`src/dswc_pkg.sv`:
```
// Constants shared by the deep sleep wake control block.
// Assumes a 250 MHz always-on clock and an AXI4-Lite register bus.
package dswc_pkg;

  // ---------------------------------------------------------------
  // Timing
  // ---------------------------------------------------------------
  localparam int unsigned CLK_PERIOD_NS = 4;
  localparam int unsigned POR_PULSE_NS = 100;
  localparam int unsigned POR_PULSE_CYC = (POR_PULSE_NS + CLK_PERIOD_NS - 1) / CLK_PERIOD_NS;
  localparam logic [4:0] POR_CNT_LAST = 5'(POR_PULSE_CYC - 1);

  // ---------------------------------------------------------------
  // Widths and reset values
  // ---------------------------------------------------------------
  localparam int PIN_W = 8;
  localparam int CTX_W = 16;
  localparam int WK_W = 6;
  localparam logic [7:0] PIN_DIR_RST = 8'hff;
  localparam logic [7:0] PIN_LAT_RST = 8'h00;

  // ---------------------------------------------------------------
  // Register offsets (byte addresses)
  // ---------------------------------------------------------------
  localparam logic [7:0] OFS_DS_CTRL = 8'h00;
  localparam logic [7:0] OFS_RST_CTRL = 8'h04;
  localparam logic [7:0] OFS_WAKE_SRC = 8'h08;
  localparam logic [7:0] OFS_CTX0 = 8'h0c;
  localparam logic [7:0] OFS_CTX1 = 8'h10;
  localparam logic [7:0] OFS_CFG = 8'h14;
  localparam logic [7:0] OFS_PIN_DIR = 8'h18;
  localparam logic [7:0] OFS_PIN_LAT = 8'h1c;
  localparam logic [7:0] OFS_IRQ_PEND = 8'h20;
  localparam logic [7:0] OFS_OSC_CTRL = 8'h24;

  // ---------------------------------------------------------------
  // Field positions
  // ---------------------------------------------------------------
  localparam int BIT_RELEASE = 0;
  localparam int BIT_BOR_FLAG = 1;
  localparam int BIT_DS_EN = 15;
  localparam int BIT_DS_EXIT = 10;
  localparam int BIT_RTC_EN = 0;
  localparam int BIT_EXT_INTERRUPT_PIN_ZERO_EN = 1;
  localparam int BIT_EXT_INTERRUPT_PIN_ZERO_POL = 2;
  localparam int BIT_BOR_EN = 3;
  localparam int BIT_SECONDARY_OSCILLATOR_EN = 1;
  localparam int WK_POR = 0;
  localparam int WK_WDT = 1;
  localparam int WK_RTC = 2;
  localparam int WK_MASTER_CLEAR_PIN = 3;
  localparam int WK_EXT_INTERRUPT_PIN_ZERO = 4;
  localparam int WK_BOR = 5;
  localparam logic [5:0] MASTER_CLEAR_PIN_INV = 6'h08;

  localparam logic [1:0] RESP_OKAY = 2'h0;
  localparam logic [1:0] RESP_SLVERR = 2'h2;

  typedef enum logic [1:0] {
    ST_RUN = 2'b00,
    ST_SLEEP = 2'b01,
    ST_WAKE = 2'b10
  } dswc_state_type;

endpackage

```
`src/dswc_pin_if.sv`:
```
// Carrier between the controller and the pin hold stage.
// Assumes both ends run on the same clock.
interface dswc_pin_if;
  logic [dswc_pkg::PIN_W-1:0] dir;
  logic [dswc_pkg::PIN_W-1:0] lat;
  logic [dswc_pkg::PIN_W-1:0] pin_out;
  logic [dswc_pkg::PIN_W-1:0] pin_oe;
  logic held;
  logic capture;
  modport ctl (output dir, lat, held, capture, input pin_out, pin_oe);
  modport hold (input dir, lat, held, capture, output pin_out, pin_oe);
endinterface

```
`src/dswc_sync.sv`:
```
// Two-stage synchroniser for the asynchronous wake inputs.
// Assumes inputs may change at any time relative to clk.
module dswc_sync (
  input wire logic clk,
  input wire logic reset_n,
  input wire logic ce,
  input wire logic [dswc_pkg::WK_W-1:0] d,
  output logic [dswc_pkg::WK_W-1:0] q
);
  typedef struct packed {
    logic [dswc_pkg::WK_W-1:0] s1;
    logic [dswc_pkg::WK_W-1:0] s2;
  } dswc_sync_state_type;

  dswc_sync_state_type s_r;
  dswc_sync_state_type s_nxt;

  always_comb
  begin
    s_nxt.s1 = d;
    s_nxt.s2 = s_r.s1;
  end

  always_ff @(posedge clk)
  begin
    // Reset to the idle pin levels so that no false master clear follows reset
    if (!reset_n)
      s_r <= {dswc_pkg::MASTER_CLEAR_PIN_INV, dswc_pkg::MASTER_CLEAR_PIN_INV};
    else if (ce)
      s_r <= s_nxt;
  end

  assign q = s_r.s2;
endmodule

```
`src/dswc_pinhold.sv`:
```
// Pin hold stage: freezes pin drive at sleep entry until release.
// Assumes capture pulses in the first cycle that held is high.
module dswc_pinhold (
  input wire logic clk,
  input wire logic reset_n,
  input wire logic ce,
  dswc_pin_if.hold pif
);
  typedef struct packed {
    logic [dswc_pkg::PIN_W-1:0] h_oe;
    logic [dswc_pkg::PIN_W-1:0] h_out;
    logic [dswc_pkg::PIN_W-1:0] oe;
    logic [dswc_pkg::PIN_W-1:0] out;
  } dswc_hold_state_type;

  dswc_hold_state_type s_r;
  dswc_hold_state_type s_nxt;

  always_comb
  begin
    s_nxt = s_r;
    if (pif.capture)
    begin
      s_nxt.h_oe = ~pif.dir;
      s_nxt.h_out = pif.lat;
    end
    if (pif.held)
    begin
      s_nxt.oe = s_nxt.h_oe;
      s_nxt.out = s_nxt.h_out;
    end
    else
    begin
      s_nxt.oe = ~pif.dir;
      s_nxt.out = pif.lat;
    end
  end

  always_ff @(posedge clk)
  begin
    if (!reset_n)
      s_r <= '0;
    else if (ce)
      s_r <= s_nxt;
  end

  assign pif.pin_out = s_r.out;
  assign pif.pin_oe = s_r.oe;
endmodule

```
`src/dswc_top.sv`:
```
// Deep sleep wake control: wake detection, reset request, context
// registers and pin hold, reached over AXI4-Lite.
// Assumes an always-on clock reset only by a true POR or brown-out.
//
// Contract
// - Main supply POR event wakes from sleep
// - Watchdog time-out wakes from sleep
// - Clock alarm wakes only when enabled
// - Master clear pin low wakes
// - Interrupt pin wakes if armed, polarity, changed
// - Entry clears all pending interrupt requests
// - Wake is full reset, context kept
// - Wake source records from enable to release
// - Wake clears enable, restarts at vector
// - Exit flag bit 10, software clears
// - Brown-out in sleep sets bit 1
// - Context registers survive deep sleep
// - Sleep pins keep entry direction, level
// - After wake pins stay held, regs reset
// - Release clear applies current pin registers
// - Enabled brown-out or POR releases, loses context
//
// Design decisions made here: the AXI4-Lite slave port and the register offsets.
module dswc_top (
  input wire logic CLK,
  input wire logic RESET_N,
  input wire logic CE,
  input wire logic [7:0] AWADDR,
  input wire logic AWVALID,
  output logic AWREADY,
  input wire logic [31:0] WDATA,
  input wire logic [3:0] WSTRB,
  input wire logic WVALID,
  output logic WREADY,
  output logic [1:0] BRESP,
  output logic BVALID,
  input wire logic BREADY,
  input wire logic [7:0] ARADDR,
  input wire logic ARVALID,
  output logic ARREADY,
  output logic [31:0] RDATA,
  output logic [1:0] RRESP,
  output logic RVALID,
  input wire logic RREADY,
  input wire logic POR_EVENT,
  input wire logic WDT_TIMEOUT,
  input wire logic RTC_ALARM,
  input wire logic MASTER_CLEAR_PIN_N,
  input wire logic EXT_INTERRUPT_PIN_ZERO,
  input wire logic BROWNOUT,
  input wire logic [7:0] IRQ_REQ,
  output logic SYS_RESET,
  output logic DEEP_SLEEP,
  output logic SECONDARY_OSCILLATOR_EN,
  output logic [dswc_pkg::PIN_W-1:0] PIN_OUT,
  output logic [dswc_pkg::PIN_W-1:0] PIN_OE
);
  typedef struct packed {
    dswc_pkg::dswc_state_type st;
    logic [4:0] cnt;
    logic rec;
    logic held;
    logic capture;
    logic bor_flag;
    logic deep_sleep_enable_bit;
    logic exit_flag;
    logic rtc_en;
    logic ext_interrupt_pin_zero_en;
    logic ext_interrupt_pin_zero_pol;
    logic bor_en;
    logic secondary_oscillator;
    logic secondary_oscillator_hold;
    logic ext_interrupt_pin_zero_arm;
    logic ext_interrupt_pin_zero_lvl;
    logic ext_interrupt_pin_zero_chg;
    logic [dswc_pkg::WK_W-1:0] wake;
    logic [dswc_pkg::CTX_W-1:0] ctx0;
    logic [dswc_pkg::CTX_W-1:0] ctx1;
    logic [7:0] dir;
    logic [7:0] lat;
    logic [7:0] irq;
    logic aw_full;
    logic w_full;
    logic [7:0] awaddr;
    logic [31:0] wdata;
    logic [3:0] wstrb;
    logic bvalid;
    logic [1:0] bresp;
    logic rvalid;
    logic [31:0] rdata;
    logic [1:0] rresp;
  } dswc_top_state_type;

  dswc_top_state_type s_r;
  dswc_top_state_type s_nxt;
  logic [dswc_pkg::WK_W-1:0] ev_s;
  logic [dswc_pkg::WK_W-1:0] evt;
  logic [dswc_pkg::WK_W-1:0] rec_v;
  logic ext_interrupt_pin_zero_hit;
  logic wake_any;
  logic [32:0] wr_old;
  logic [32:0] rd_res;
  logic [31:0] d;
  logic [31:0] wm;

  dswc_pin_if pif ();

  // ---------------------------------------------------------------
  // Helpers
  // ---------------------------------------------------------------
  function automatic dswc_top_state_type rst_val();
    dswc_top_state_type v;
    v = '0;
    v.st = dswc_pkg::ST_RUN;
    v.dir = dswc_pkg::PIN_DIR_RST;
    v.lat = dswc_pkg::PIN_LAT_RST;
    return v;
  endfunction

  function automatic logic [31:0] merge(input logic [31:0] old, input logic [31:0] nw, input logic [3:0] strb);
    logic [31:0] r;
    r = old;
    for (int i = 0; i < 4; i++)
      if (strb[i])
        r[8*i +: 8] = nw[8*i +: 8];
    return r;
  endfunction

  // Returns {hit, word}; an unmapped or unaligned address misses
  function automatic logic [32:0] rd_word(input dswc_top_state_type s, input logic [7:0] a);
    logic [31:0] w;
    logic hit;
    w = '0;
    hit = 1'b1;
    case (a)
      dswc_pkg::OFS_DS_CTRL:
      begin
        w[dswc_pkg::BIT_RELEASE] = s.held;
        w[dswc_pkg::BIT_BOR_FLAG] = s.bor_flag;
        w[dswc_pkg::BIT_DS_EN] = s.deep_sleep_enable_bit;
      end
      dswc_pkg::OFS_RST_CTRL: w[dswc_pkg::BIT_DS_EXIT] = s.exit_flag;
      dswc_pkg::OFS_WAKE_SRC: w[dswc_pkg::WK_W-1:0] = s.wake;
      dswc_pkg::OFS_CTX0: w[dswc_pkg::CTX_W-1:0] = s.ctx0;
      dswc_pkg::OFS_CTX1: w[dswc_pkg::CTX_W-1:0] = s.ctx1;
      dswc_pkg::OFS_CFG:
      begin
        w[dswc_pkg::BIT_RTC_EN] = s.rtc_en;
        w[dswc_pkg::BIT_EXT_INTERRUPT_PIN_ZERO_EN] = s.ext_interrupt_pin_zero_en;
        w[dswc_pkg::BIT_EXT_INTERRUPT_PIN_ZERO_POL] = s.ext_interrupt_pin_zero_pol;
        w[dswc_pkg::BIT_BOR_EN] = s.bor_en;
      end
      dswc_pkg::OFS_PIN_DIR: w[7:0] = s.dir;
      dswc_pkg::OFS_PIN_LAT: w[7:0] = s.lat;
      dswc_pkg::OFS_IRQ_PEND: w[7:0] = s.irq;
      dswc_pkg::OFS_OSC_CTRL: w[dswc_pkg::BIT_SECONDARY_OSCILLATOR_EN] = s.secondary_oscillator;
      default: hit = 1'b0;
    endcase
    return {hit, w};
  endfunction

  // ---------------------------------------------------------------
  // Wake inputs
  // ---------------------------------------------------------------
  dswc_sync u_sync (
    .clk(CLK),
    .reset_n(RESET_N),
    .ce(CE),
    .d({BROWNOUT, EXT_INTERRUPT_PIN_ZERO, MASTER_CLEAR_PIN_N, RTC_ALARM, WDT_TIMEOUT, POR_EVENT}),
    .q(ev_s)
  );

  // Master clear is active low; flip it only after synchronising
  assign evt = ev_s ^ dswc_pkg::MASTER_CLEAR_PIN_INV;

  // A change is needed, so a pin already at the wake level does not fire
  assign ext_interrupt_pin_zero_hit = s_r.ext_interrupt_pin_zero_arm && (s_r.ext_interrupt_pin_zero_chg || evt[dswc_pkg::WK_EXT_INTERRUPT_PIN_ZERO] != s_r.ext_interrupt_pin_zero_lvl)
    && evt[dswc_pkg::WK_EXT_INTERRUPT_PIN_ZERO] == s_r.ext_interrupt_pin_zero_pol;
  always_comb
  begin
    rec_v = '0;
    rec_v[dswc_pkg::WK_POR] = evt[dswc_pkg::WK_POR];
    rec_v[dswc_pkg::WK_WDT] = evt[dswc_pkg::WK_WDT];
    rec_v[dswc_pkg::WK_RTC] = evt[dswc_pkg::WK_RTC] && s_r.rtc_en;
    rec_v[dswc_pkg::WK_MASTER_CLEAR_PIN] = evt[dswc_pkg::WK_MASTER_CLEAR_PIN];
    rec_v[dswc_pkg::WK_EXT_INTERRUPT_PIN_ZERO] = ext_interrupt_pin_zero_hit;
    rec_v[dswc_pkg::WK_BOR] = evt[dswc_pkg::WK_BOR];
  end
  assign wake_any = |rec_v[dswc_pkg::WK_EXT_INTERRUPT_PIN_ZERO:dswc_pkg::WK_POR];

  // ---------------------------------------------------------------
  // Next state
  // ---------------------------------------------------------------
  assign wr_old = rd_word(s_r, s_r.awaddr);
  assign rd_res = rd_word(s_r, ARADDR);
  assign d = merge(wr_old[31:0], s_r.wdata, s_r.wstrb);
  assign wm = merge('0, s_r.wdata, s_r.wstrb);

  always_comb
  begin
    s_nxt = s_r;
    s_nxt.capture = 1'b0;
    if (AWVALID && AWREADY)
    begin
      s_nxt.aw_full = 1'b1;
      s_nxt.awaddr = AWADDR;
    end
    if (WVALID && WREADY)
    begin
      s_nxt.w_full = 1'b1;
      s_nxt.wdata = WDATA;
      s_nxt.wstrb = WSTRB;
    end
    if (s_r.bvalid && BREADY)
      s_nxt.bvalid = 1'b0;
    if (s_r.aw_full && s_r.w_full)
    begin
      s_nxt.aw_full = 1'b0;
      s_nxt.w_full = 1'b0;
      s_nxt.bvalid = 1'b1;
      s_nxt.bresp = wr_old[32] ? dswc_pkg::RESP_OKAY : dswc_pkg::RESP_SLVERR;
      case (s_r.awaddr)
        dswc_pkg::OFS_DS_CTRL:
        begin
          if (!d[dswc_pkg::BIT_RELEASE])
          begin
            s_nxt.held = 1'b0;
            s_nxt.rec = 1'b0;
          end
          if (!d[dswc_pkg::BIT_BOR_FLAG])
            s_nxt.bor_flag = 1'b0;
          if (d[dswc_pkg::BIT_DS_EN] && s_r.st == dswc_pkg::ST_RUN)
          begin
            s_nxt.deep_sleep_enable_bit = 1'b1;
            s_nxt.rec = 1'b1;
            s_nxt.wake = '0;
          end
        end
        dswc_pkg::OFS_RST_CTRL:
          if (!d[dswc_pkg::BIT_DS_EXIT])
            s_nxt.exit_flag = 1'b0;
        dswc_pkg::OFS_WAKE_SRC: s_nxt.wake = s_r.wake & ~wm[dswc_pkg::WK_W-1:0];
        dswc_pkg::OFS_CTX0: s_nxt.ctx0 = d[dswc_pkg::CTX_W-1:0];
        dswc_pkg::OFS_CTX1: s_nxt.ctx1 = d[dswc_pkg::CTX_W-1:0];
        dswc_pkg::OFS_CFG:
        begin
          s_nxt.rtc_en = d[dswc_pkg::BIT_RTC_EN];
          s_nxt.ext_interrupt_pin_zero_en = d[dswc_pkg::BIT_EXT_INTERRUPT_PIN_ZERO_EN];
          s_nxt.ext_interrupt_pin_zero_pol = d[dswc_pkg::BIT_EXT_INTERRUPT_PIN_ZERO_POL];
          s_nxt.bor_en = d[dswc_pkg::BIT_BOR_EN];
        end
        dswc_pkg::OFS_PIN_DIR: s_nxt.dir = d[7:0];
        dswc_pkg::OFS_PIN_LAT: s_nxt.lat = d[7:0];
        dswc_pkg::OFS_IRQ_PEND: s_nxt.irq = s_r.irq & ~wm[7:0];
        dswc_pkg::OFS_OSC_CTRL: s_nxt.secondary_oscillator = d[dswc_pkg::BIT_SECONDARY_OSCILLATOR_EN];
        default: ;
      endcase
    end
    if (s_r.rvalid && RREADY)
      s_nxt.rvalid = 1'b0;
    if (ARVALID && ARREADY)
    begin
      s_nxt.rvalid = 1'b1;
      s_nxt.rdata = rd_res[31:0];
      s_nxt.rresp = rd_res[32] ? dswc_pkg::RESP_OKAY : dswc_pkg::RESP_SLVERR;
    end

    // Hardware sets come after software clears so that a set wins
    s_nxt.irq = s_nxt.irq | IRQ_REQ;
    if (s_r.rec)
      s_nxt.wake = s_nxt.wake | rec_v;

    unique case (s_r.st)
      dswc_pkg::ST_RUN:
        if (s_r.deep_sleep_enable_bit)
        begin
          s_nxt.st = dswc_pkg::ST_SLEEP;
          s_nxt.held = 1'b1;
          s_nxt.capture = 1'b1;
          s_nxt.secondary_oscillator_hold = s_r.secondary_oscillator;
          s_nxt.irq = '0;
          s_nxt.ext_interrupt_pin_zero_arm = s_r.ext_interrupt_pin_zero_en;
          s_nxt.ext_interrupt_pin_zero_lvl = evt[dswc_pkg::WK_EXT_INTERRUPT_PIN_ZERO];
          s_nxt.ext_interrupt_pin_zero_chg = 1'b0;
        end
      dswc_pkg::ST_SLEEP:
      begin
        if (evt[dswc_pkg::WK_EXT_INTERRUPT_PIN_ZERO] != s_r.ext_interrupt_pin_zero_lvl)
          s_nxt.ext_interrupt_pin_zero_chg = 1'b1;
        if (evt[dswc_pkg::WK_BOR])
          s_nxt.bor_flag = 1'b1;
        if (s_r.bor_en && (evt[dswc_pkg::WK_BOR] || evt[dswc_pkg::WK_POR]))
        begin
          s_nxt.held = 1'b0;
          s_nxt.ctx0 = '0;
          s_nxt.ctx1 = '0;
        end
        if (wake_any)
        begin
          s_nxt.st = dswc_pkg::ST_WAKE;
          s_nxt.cnt = '0;
          s_nxt.deep_sleep_enable_bit = 1'b0;
          s_nxt.exit_flag = 1'b1;
          s_nxt.dir = dswc_pkg::PIN_DIR_RST;
          s_nxt.lat = dswc_pkg::PIN_LAT_RST;
          s_nxt.secondary_oscillator = 1'b0;
        end
      end
      dswc_pkg::ST_WAKE:
      begin
        s_nxt.cnt = s_r.cnt + 5'h01;
        if (s_r.cnt == dswc_pkg::POR_CNT_LAST)
          s_nxt.st = dswc_pkg::ST_RUN;
      end
      default: s_nxt.st = dswc_pkg::ST_RUN;
    endcase
  end

  always_ff @(posedge CLK)
  begin
    if (!RESET_N)
      s_r <= rst_val();
    else if (CE)
      s_r <= s_nxt;
  end

  // ---------------------------------------------------------------
  // Outputs
  // ---------------------------------------------------------------
  // Context registers and the clock alarm path sit outside this reset
  assign SYS_RESET = s_r.st == dswc_pkg::ST_WAKE;
  assign DEEP_SLEEP = s_r.st == dswc_pkg::ST_SLEEP;
  assign SECONDARY_OSCILLATOR_EN = s_r.held ? s_r.secondary_oscillator_hold : s_r.secondary_oscillator;
  assign AWREADY = !s_r.aw_full && !s_r.bvalid;
  assign WREADY = !s_r.w_full && !s_r.bvalid;
  assign BVALID = s_r.bvalid;
  assign BRESP = s_r.bresp;
  assign ARREADY = !s_r.rvalid;
  assign RVALID = s_r.rvalid;
  assign RDATA = s_r.rdata;
  assign RRESP = s_r.rresp;
  assign pif.dir = s_r.dir;
  assign pif.lat = s_r.lat;
  assign pif.held = s_r.held;
  assign pif.capture = s_r.capture;
  assign PIN_OUT = pif.pin_out;
  assign PIN_OE = pif.pin_oe;

  dswc_pinhold u_hold (
    .clk(CLK),
    .reset_n(RESET_N),
    .ce(CE),
    .pif(pif.hold)
  );

  // ---------------------------------------------------------------
  // Checks
  // ---------------------------------------------------------------
  localparam int POR_HOLD_CYC = dswc_pkg::POR_PULSE_CYC - 1;
endmodule

```
`config.mk`:
```
export PLATFORM = sky130hd
export DESIGN_NAME = dswc_top
export DESIGN_NICKNAME = d
export VERILOG_FILES = /design/src/dswc_pkg.sv /design/src/dswc_pin_if.sv /design/src/dswc_sync.sv /design/src/dswc_pinhold.sv /design/src/dswc_top.sv
export SDC_FILE = /design/constraint.sdc
export NUM_CORES = 1
export LEC_CHECK = 0
export ABC_AREA = 1
export CELL_PAD_IN_SITES_DETAIL_PLACEMENT = 0
export CELL_PAD_IN_SITES_GLOBAL_PLACEMENT = 1
export CORE_UTILIZATION = 45
export CTS_CLUSTER_DIAMETER = 60
export DETAILED_ROUTE_END_ITERATION = 8
export DONT_BUFFER_PORTS = 1
export PLACE_DENSITY_LB_ADDON = 0.1
export SLEW_MARGIN = 10
export SYNTH_ARGS = -nofsm -noshare
export SYNTH_HDL_FRONTEND = slang
export SYNTH_HIERARCHICAL = 1
export SYNTH_SLANG_ARGS = --single-unit
```
`constraint.sdc`:
```
create_clock -name CLK -period 1.7 [get_ports CLK]
set_input_delay 0.17 -clock CLK [delete_from_list [all_inputs] [get_ports CLK]]
set_output_delay 0.17 -clock CLK [all_outputs]
set_load 0.01 [all_outputs]
```
* After elaboration in Yosys (flattened, before gate mapping)
Cells that the tools add are included.
** Operators by class
- Reductions and logical operators :: 45
- Eq/ne operators :: 28
- Add/subtract/negate cells :: 1
- Bitwise logic cells :: 8
- Mux-type cells :: 77
** Operator list (count)
- two-way mux 16 bit :: 5
- two-way mux 8 bit :: 9
- == test 8 x 5 -> 1 bit, second input constant :: 8
- two-way mux 64 bit :: 1
- two-way mux 48 bit :: 1
- two-way mux 35 bit :: 1
- == test 8 x 4 -> 1 bit, second input constant :: 4
- == test 8 x 6 -> 1 bit, second input constant :: 4
- two-way mux 32 bit :: 1
- one-hot mux 2 bit (7 select lines) :: 2
- one-hot mux 2 bit (6 select lines) :: 2
- two-way mux 1 bit :: 22
- one-hot mux 2 bit (5 select lines) :: 2
- OR reduction 10 bit :: 2
- one-hot mux 1 bit (9 select lines) :: 2
- == test 8 x 3 -> 1 bit, second input constant :: 2
- zero test 8 bit :: 2
- two-way mux 2 bit :: 8
- NOT 8 bit :: 2
- one-hot mux 1 bit (8 select lines) :: 2
- one-hot mux 4 bit (2 select lines) :: 2
- AND reduction 2 bit :: 8
- logical AND 1 bit :: 13
- two-way mux 6 bit :: 2
- 30 further kinds :: 52
** Storage, ports and cells
- Output and inout bits :: 60
- Register bits after elaboration :: 178
- Bits of input ports :: 74

* Longest topological paths before layout
Gate-level depths: netlist (run 1).
- Word-level depth :: 10
- Gate-level depth with buffers :: 15
- Mapped depth without buffers :: 15

* Hierarchy
The synthesis (run 1) kept the hierarchy.
** Modules (own cells, without submodules)
- dswc_top :: instances 1, cells each 1091, area each 7323.3 um^2, seq. area each 2642.5 um^2
- dswc_pinhold :: instances 1, cells each 258, area each 1715.4 um^2, seq. area each 640.6 um^2
- dswc_sync :: instances 1, cells each 72, area each 484.2 um^2, seq. area each 240.2 um^2

* Worst setup path after synthesis (run 1)
OpenSTA, ideal clock, no wires.
- Path kind :: register -> register
- Start point :: register s_r[78] in the netlist's numbering
- End point :: register s_r[153] in the netlist's numbering
- Path buffers :: 1
- Data required time :: 1.585 ns
- Period minus slack after synthesis :: 1.472 ns
- Arrival :: 1.357 ns
- Stages on the path, launching flop included :: 13
- Setup slack :: 0.228 ns
- Path through :: dfxtp_1 > nor2_1 > nand2_2 > inv_4 > nand2_4 > buf_6 > nor2_2 > nor3_2 > nand3_1 > nand2_2 > nand2_2 > o21ai_0 > inv_1
** On the way
- Cells in the longest elaborated chain, start to end :: 3
** RTL lines
- start: declaration :: RTL line dswc_top.sv:94 : dswc_top_state_type s_r;
- start signal: assignment :: RTL line dswc_top.sv:322 : s_r <= rst_val();
- start signal: assignment :: RTL line dswc_top.sv:324 : s_r <= s_nxt;
- == test 8 x 6 -> 1 bit (tied with other cells) :: RTL line dswc_top.sv:135 : case (a)
- one-hot mux 1 bit (9 select lines) :: RTL line dswc_top.sv:135
- two-way mux 8 bit :: RTL line dswc_top.sv:124 : if (strb[i])
Parallel ways exist; a longest one is shown, timed or not.
A chain may end at the register's enable or synchronous reset.

* Worst setup path after layout (run 1)
- Start point :: register s_r[81] in the netlist's numbering
- End point :: register s_r, in the netlist pif.lat[6]
** On the way
- Cells in the longest elaborated chain, start to end :: 7
** RTL lines
- == test 8 x 6 -> 1 bit (tied with other cells) :: RTL line dswc_top.sv:135
- one-hot mux 2 bit (5 select lines) :: RTL line dswc_top.sv:135
- two-way mux 8 bit :: RTL line dswc_top.sv:124
- two-way mux 8 bit * :: RTL line dswc_top.sv:222 : case (s_r.awaddr)
- two-way mux 64 bit * :: RTL line dswc_top.sv:216 : if (s_r.aw_full && s_r.w_full)
- two-way mux 16 bit :: RTL line dswc_top.sv:298 : if (wake_any)
- two-way mux 48 bit * :: RTL line dswc_top.sv:273 : unique case (s_r.st)
Mark *: on every way between the ends. The rest lies on a longest branch, timed or not.

==> flow_summary.toml, run 1 <==
[outcome]
status = "finished with violations"
failed_checks = "hold timing, setup timing"

[logic_synthesis]
ys.flop_type = "dfxtp_1"
avgSynthCellArea_um2 = 6.702
yosys-top-cells-area = "dfxtp_1, nand2_1, a21oi_1"
synthCells = 1421
yosysWarningCount = 6
ys_ff_latch = 176
synth_top_area_share = 0.3700
synth_common_cells = "nand2_1, a21oi_1, dfxtp_1"
synth_cell_types = 47
async_reset_ff_frac = 0
synth_edf_count = 0
synth_top_area_cell = "dfxtp_1"
netlist_area_um2 = 9523
synth_most_common_cell = "nand2_1"
ys_seq_area_frac = 0.3700

[layout]
final_layout_size_suffix_gt1_frac = 0.1942
nFillCells = 2035
diodes = 0
nNetsFinal = 1644
syn_to_final_growth_pct = 28.87

[critical_path]
worstPathArrival_ns = 2.09
crit_slowest_cell = "dfxtp_2"
path_class = "reg2reg"
cpLargestDelayFamily = "simple AND/OR/NAND/NOR gates"
cpPeakStageDelay_ns = 0.33
path_cells = "inv_2, nand2_4, nor2_8, nand2_8, buf_12, o22ai_1, o21ai_2, buf_4, nand3_1, nand2_1, a21oi_1"
startpoint = "s_r[81]$_SDFFE_PN0P_"
reg2regPathDepth = 11
critPathCapture = "pif.lat[6]$_SDFFE_PN0P_"
r2r_slack_ns = -0.01
start_kind = "flop"
critPathMaxFanout = 7
r2r_end = "pif.lat[6]$_SDFFE_PN0P_"
crit_path_end_kind = "flop"
r2r_start = "s_r[81]$_SDFFE_PN0P_"
cp_num_cells = 11
crit_buf_inv = 3
worstPathRequired_ns = 2.08

[timing]
period_needed_ns = 1.711
skew_ns = 0.01105
period_share = 1.007
rsz0062_at_grt = "true"
fmax_mhz = 584.3
setup_viol = 5
whs_ns = -0.1360
drv_slew = 0
finalHoldViolCount = 11
worstMarginPinSlew_ns = 0.5581
maxSlewHeadroom = 0.6274
setup_slack_ns = -0.01141

[grt]
grt_util_all_layers = 0.2967
grt_pass1_vias = 9098
grt_pass1_wl_mm = 49.93
grt_max_degree = 95
overflow = 0
antenna_found_initial = 0

[hold_path]
hp-class = "in2reg"

[cts]
cts_sinks = 176
cts_hold_buf = 100
clock_latency_ns = 0.44
clock-root-buffer = "clkbuf_16"
cts.path.max_buffers = 2
cts_tree = "built"
htreeDepth = 4
cts_buffers = 17
clk_pin_slew_ns = 0.08

[job]
max_cap_violations = 0

[die]
dieArea_um2 = 21750
start_util = 0.4647
die_h_um = 147.5
rows = 52
ios = 134
die_w_um = 147.5
core_area_um2 = 20490

[power_and_ir_drop]
p_int_uw = 6855
vdd_drop_max_mv = 0.6204
totalPowerFinal_uw = 9745
power.share.clock = 0.401
pwr-share-comb = 0.143
p_sw_uw = 2890
swShare = 0.2966
p_per_area_nw_per_um2 = 794.1
p_leak_uw = 0.005007
pwr-share-seq = 0.456

[placed_design]
gp_congestion = 0.9840
dp_hpwl_mm = 22.17
post-place-ws_ns = -0.1051
port_buffers = 0

[routing]
wl_mm = 32.47
avgRoutedWirePerCell_um = 17.54
drt_first_pass_iters = 7
via_per_inst = 5.361
ant_nets = 0
drc_errors = 0
via_count = 9924
drt-initial-drc-count = 795
## worst min path at each step
stage,from,to,slack (ns),depth (start not counted)
6_report,CE,pif.dir[1]$_SDFFE_PN1P_,-0.14,2
5_1_grt,CE,pif.dir[2]$_SDFFE_PN1P_,-0.16,2
4_1_cts,CE,pif.dir[3]$_SDFFE_PN1P_,-0.17,2
3_5_place_dp,RESET_N,u_sync/q[3]$_SDFFE_PN1P_,0.27,1
3_3_place_gp,RESET_N,u_sync/q[3]$_SDFFE_PN1P_,0.27,1
2_1_floorplan,RESET_N,u_sync/q[5]$_SDFFE_PN0P_,0.29,2
## flip-flops by register name, summed over array words and instances (netlist names), 6 cells and up
signal              cells
pif.lat                 8
u_hold/s_r             16
RDATA                  16
u_sync/s_nxt            6
s_r                    94
u_sync/q                6
u_hold/pif.pin_oe       8
u_hold/pif.pin_out      8
pif.dir                 8
## power groups by stage
stage | registers [µW] | logic, µW | clock network [µW]
2_1_floorplan | 4460 | 820 | 0
3_3_place_gp | 4530 | 968 | 0
3_5_place_dp | 4530 | 974 | 0
4_1_cts | 4440 | 1270 | 3950
5_1_grt | 4460 | 1520 | 4140
6_report | 4440 | 1390 | 3910
## metal layers
metal  routed length (µm)  GRT usage  up-vias
li1                     -          -     4888
met2                15020     0.4840      358
met5                    0          0        -
met4                  944     0.1144        0
met1                14350     0.3935     4612
met3                 2157    0.04568       66
## final cells by class
type | count | area (µm²) | area share
Multi-Input combinational cell | 960 | 4992 | 0.4068
Sequential cell | 176 | 3536 | 0.2881
Timing Repair Buffer | 226 | 2098 | 0.1710
Inverter | 187 | 739.5 | 0.06026
Clock buffer | 17 | 425.4 | 0.03467
Tap cell | 270 | 337.8 | 0.02753
Clock inverter | 15 | 142.6 | 0.01162
## repair_timing
item	in CTS	in global routing
pin swaps	1	28
setup endpoints to repair	55	83
gates resized for setup	37	109
buffers inserted	4	19
gates cloned	0	0
endpoints found under the hold margin	118	11
## cell families (layout without fill, tap and decap cells)
kind of cell	Yosys count	in the layout	synth area share
buffers and inverters	302	445	0.1511
AND/OR/NAND/NOR	548	548	0.2490
other	1	18	0.0003938
XOR/XNOR	3	3	0.002760
adder cells (fa/ha/maj)	2	2	0.002627
flip-flops	176	176	0.3700
AO/OA/AOI/OAI	389	389	0.2241
## cells in the final DEF, fill, tap and decap left out, drive strengths merged, types with 4 or more instances in the layout
cell | netlist | routed
o311ai | 8 | 8
o221ai | 10 | 10
nand3 | 70 | 70
nor3 | 13 | 13
inv | 185 | 191
nand2 | 330 | 330
a31oi | 5 | 5
o21ai | 124 | 124
dlygate4sd3 | 0 | 97
clkinvlp | 0 | 6
buf | 84 | 129
conb | 1 | 18
dfxtp | 176 | 176
nand4 | 9 | 9
o211ai | 4 | 4
o22ai | 26 | 26
nor2 | 121 | 121
clkbuf | 31 | 17
a21oi | 201 | 201
clkinv | 2 | 5
## through the flow
step	utilization	instances	setup TNS (ns)	instance area [µm²]
after floorplan	-	1438	0	9587
after global placement	0.4904	1699	-0.8504	10050
after detailed placement	0.4904	1699	-2.292	10050
after CTS	0.5750	1835	-0.01281	11780
after global routing	0.5988	1851	-3.487	12270
final	0.5988	1851	-0.03419	12270
(Power assumes the default switching activity.)
==> run 2: changes to the inputs <==
CTS_CLUSTER_DIAMETER = 30   (was 60)
PLACE_DENSITY = 0.87   (was default)
PLACE_DENSITY_LB_ADDON = default   (was 0.1)
==> flow_summary.toml, run 2 (synthesis results as in run 1) <==
[outcome]
status = "finished with violations"
failed_checks = "hold timing, setup timing"

[die]
die_h_um = 147.5
die_w_um = 147.5
start_util = 0.4647
core_area_um2 = 20490
rows = 52
dieArea_um2 = 21750
ios = 134

[timing]
whs_ns = -0.1313
skew_ns = 0.009635
worstMarginPinSlew_ns = 0.4944
period_needed_ns = 1.766
drv_slew = 0
period_share = 1.039
fmax_mhz = 566.4
setup_viol = 20
setup_slack_ns = -0.06566
rsz0062_at_grt = "true"
maxSlewHeadroom = 0.6678
fin_setup_tns_ns = -0.5342
finalHoldViolCount = 11

[power_and_ir_drop]
p_per_area_nw_per_um2 = 818.8
pwr-share-seq = 0.440
pwr-share-comb = 0.139
totalPowerFinal_uw = 10100
p_sw_uw = 2753
swShare = 0.2725
vdd_drop_max_mv = 0.6711
p_int_uw = 7349
power.share.clock = 0.420
p_leak_uw = 0.005033

[grt]
grt_max_degree = 95
grt_util_all_layers = 0.2901
grt_pass1_vias = 9104
overflow = 0
antenna_found_initial = 0
grt_pass1_wl_mm = 49.11

[routing]
avgRoutedWirePerCell_um = 17.54
drc_errors = 0
via_per_inst = 5.445
wl_mm = 32.29
drt_first_pass_iters = 5
drt-initial-drc-count = 768
ant_nets = 0
via_count = 10024

[cts]
htreeDepth = 4
clock-root-buffer = "clkbuf_16"
clock_latency_ns = 0.44
cts_buffers = 17
cts_tree = "built"
cts_sinks = 176
clk_pin_slew_ns = 0.07
cts_hold_buf = 98
cts.path.max_buffers = 2

[placed_design]
port_buffers = 0
dpl_cell_area_um2 = 9966
dp_hpwl_mm = 21.43
gp_congestion = 0.9551

[critical_path]
start_kind = "flop"
worstPathArrival_ns = 2.13
r2r_start = "s_r[79]$_SDFFE_PN0P_"
startpoint = "s_r[79]$_SDFFE_PN0P_"
crit_path_end_kind = "flop"
worstPathRequired_ns = 2.07
path_class = "reg2reg"
critPathMaxFanout = 7

[layout]
diodes = 0
nFillCells = 1928
layout_commonest_cell = "nand2_1"
final_layout_size_suffix_gt1_frac = 0.2050
largest_reg_flops = 94
postLayoutCellArea_um2 = 12340
mostFrequentLayoutCells = "nand2_1, a21oi_1, inv_1, dfxtp_1"
top_register = "s_r"
syn_to_final_growth_pct = 29.55
nNetsFinal = 1635

[hold_path]
hp-class = "in2reg"
hold_start = "CE"

[job]
max_cap_violations = 0
==> run 2: final cells by class <==
cell class | count | area, µm² | share of cell area
multi-input cells | 960 | 5069 | 0.4109
flip-flops and latches | 176 | 3546 | 0.2874
repair buffers | 216 | 2018 | 0.1636
inverters | 187 | 737.0 | 0.05974
clock buffers | 19 | 452.9 | 0.03671
well taps | 270 | 337.8 | 0.02738
clock inverters | 12 | 170.2 | 0.01379
repair inverters | 1 | 6.256 | 0.0005071
==> run 2: power by group through the flow <==
stage,registers [µW],logic [µW],clock network [µW]
global route,4470,1530,4480
detailed placement,4530,968,0
floorplan,4460,820,0
CTS,4440,1250,4290
global placement,4520,957,0
finish,4450,1400,4250
==> run 2: critical path, cell delays in order (launching register included) <==
cell	delay (ns)
dfxtp_2	0.34
inv_2	0.08
nand2_4	0.07
nor2_8	0.22
buf_4	0.15
nand2_2	0.09
o22ai_1	0.18
nor2_1	0.07
nand2_1	0.11
nand2_4	0.09
nand3_2	0.09
nand2_2	0.06
a21oi_2	0.13
==> run 2: final timing paths <==
| path | slack [ns] | depth (start not counted) | endpoint |
|---|---|---|---|
| worst max-delay path | -0.07 | 12 | pif.lat[3]$_SDFFE_PN0P_ |
| worst min-delay path | -0.13 | 2 | pif.dir[1]$_SDFFE_PN1P_ |
| worst max register to register | -0.07 | 12 | pif.lat[3]$_SDFFE_PN0P_ |
| worst min register to register | 0.47 | 2 | s_r[120]$_SDFFE_PN0P_ |
==> run 2: metrics by stage <==
| stage | std cells | utilization | setup slack, ns |
|---|---|---|---|
| floorplan | 1438 | - | 0.2277 |
| global placement | 1686 | 0.4863 | -0.04454 |
| detailed placement | 1686 | 0.4863 | -0.08034 |
| CTS | 1818 | 0.5712 | -0.03605 |
| global route | 1841 | 0.6020 | -0.1705 |
| finish | 1841 | 0.6020 | -0.06566 |
==> run 2: timing repair <==
| action | in CTS | in global routing |
|---|---|---|
| endpoints found under the hold margin | 117 | 11 |
| buffers inserted | 3 | 27 |
| pin swaps | 12 | 45 |
| resized for setup | 33 | 141 |
| setup endpoints to repair | 53 | 84 |
| cloned | 0 | 1 |
==> run 2: routing by layer <==
layer / vias to the layer above / track usage / routed length (µm)
li1: 4863 / - / -
met1: 4722 / 0.3857 / 13900
met2: 368 / 0.4682 / 15090
met3: 71 / 0.04691 / 2098
met4: 0 / 0.1170 / 1205
met5: - / 0 / 0
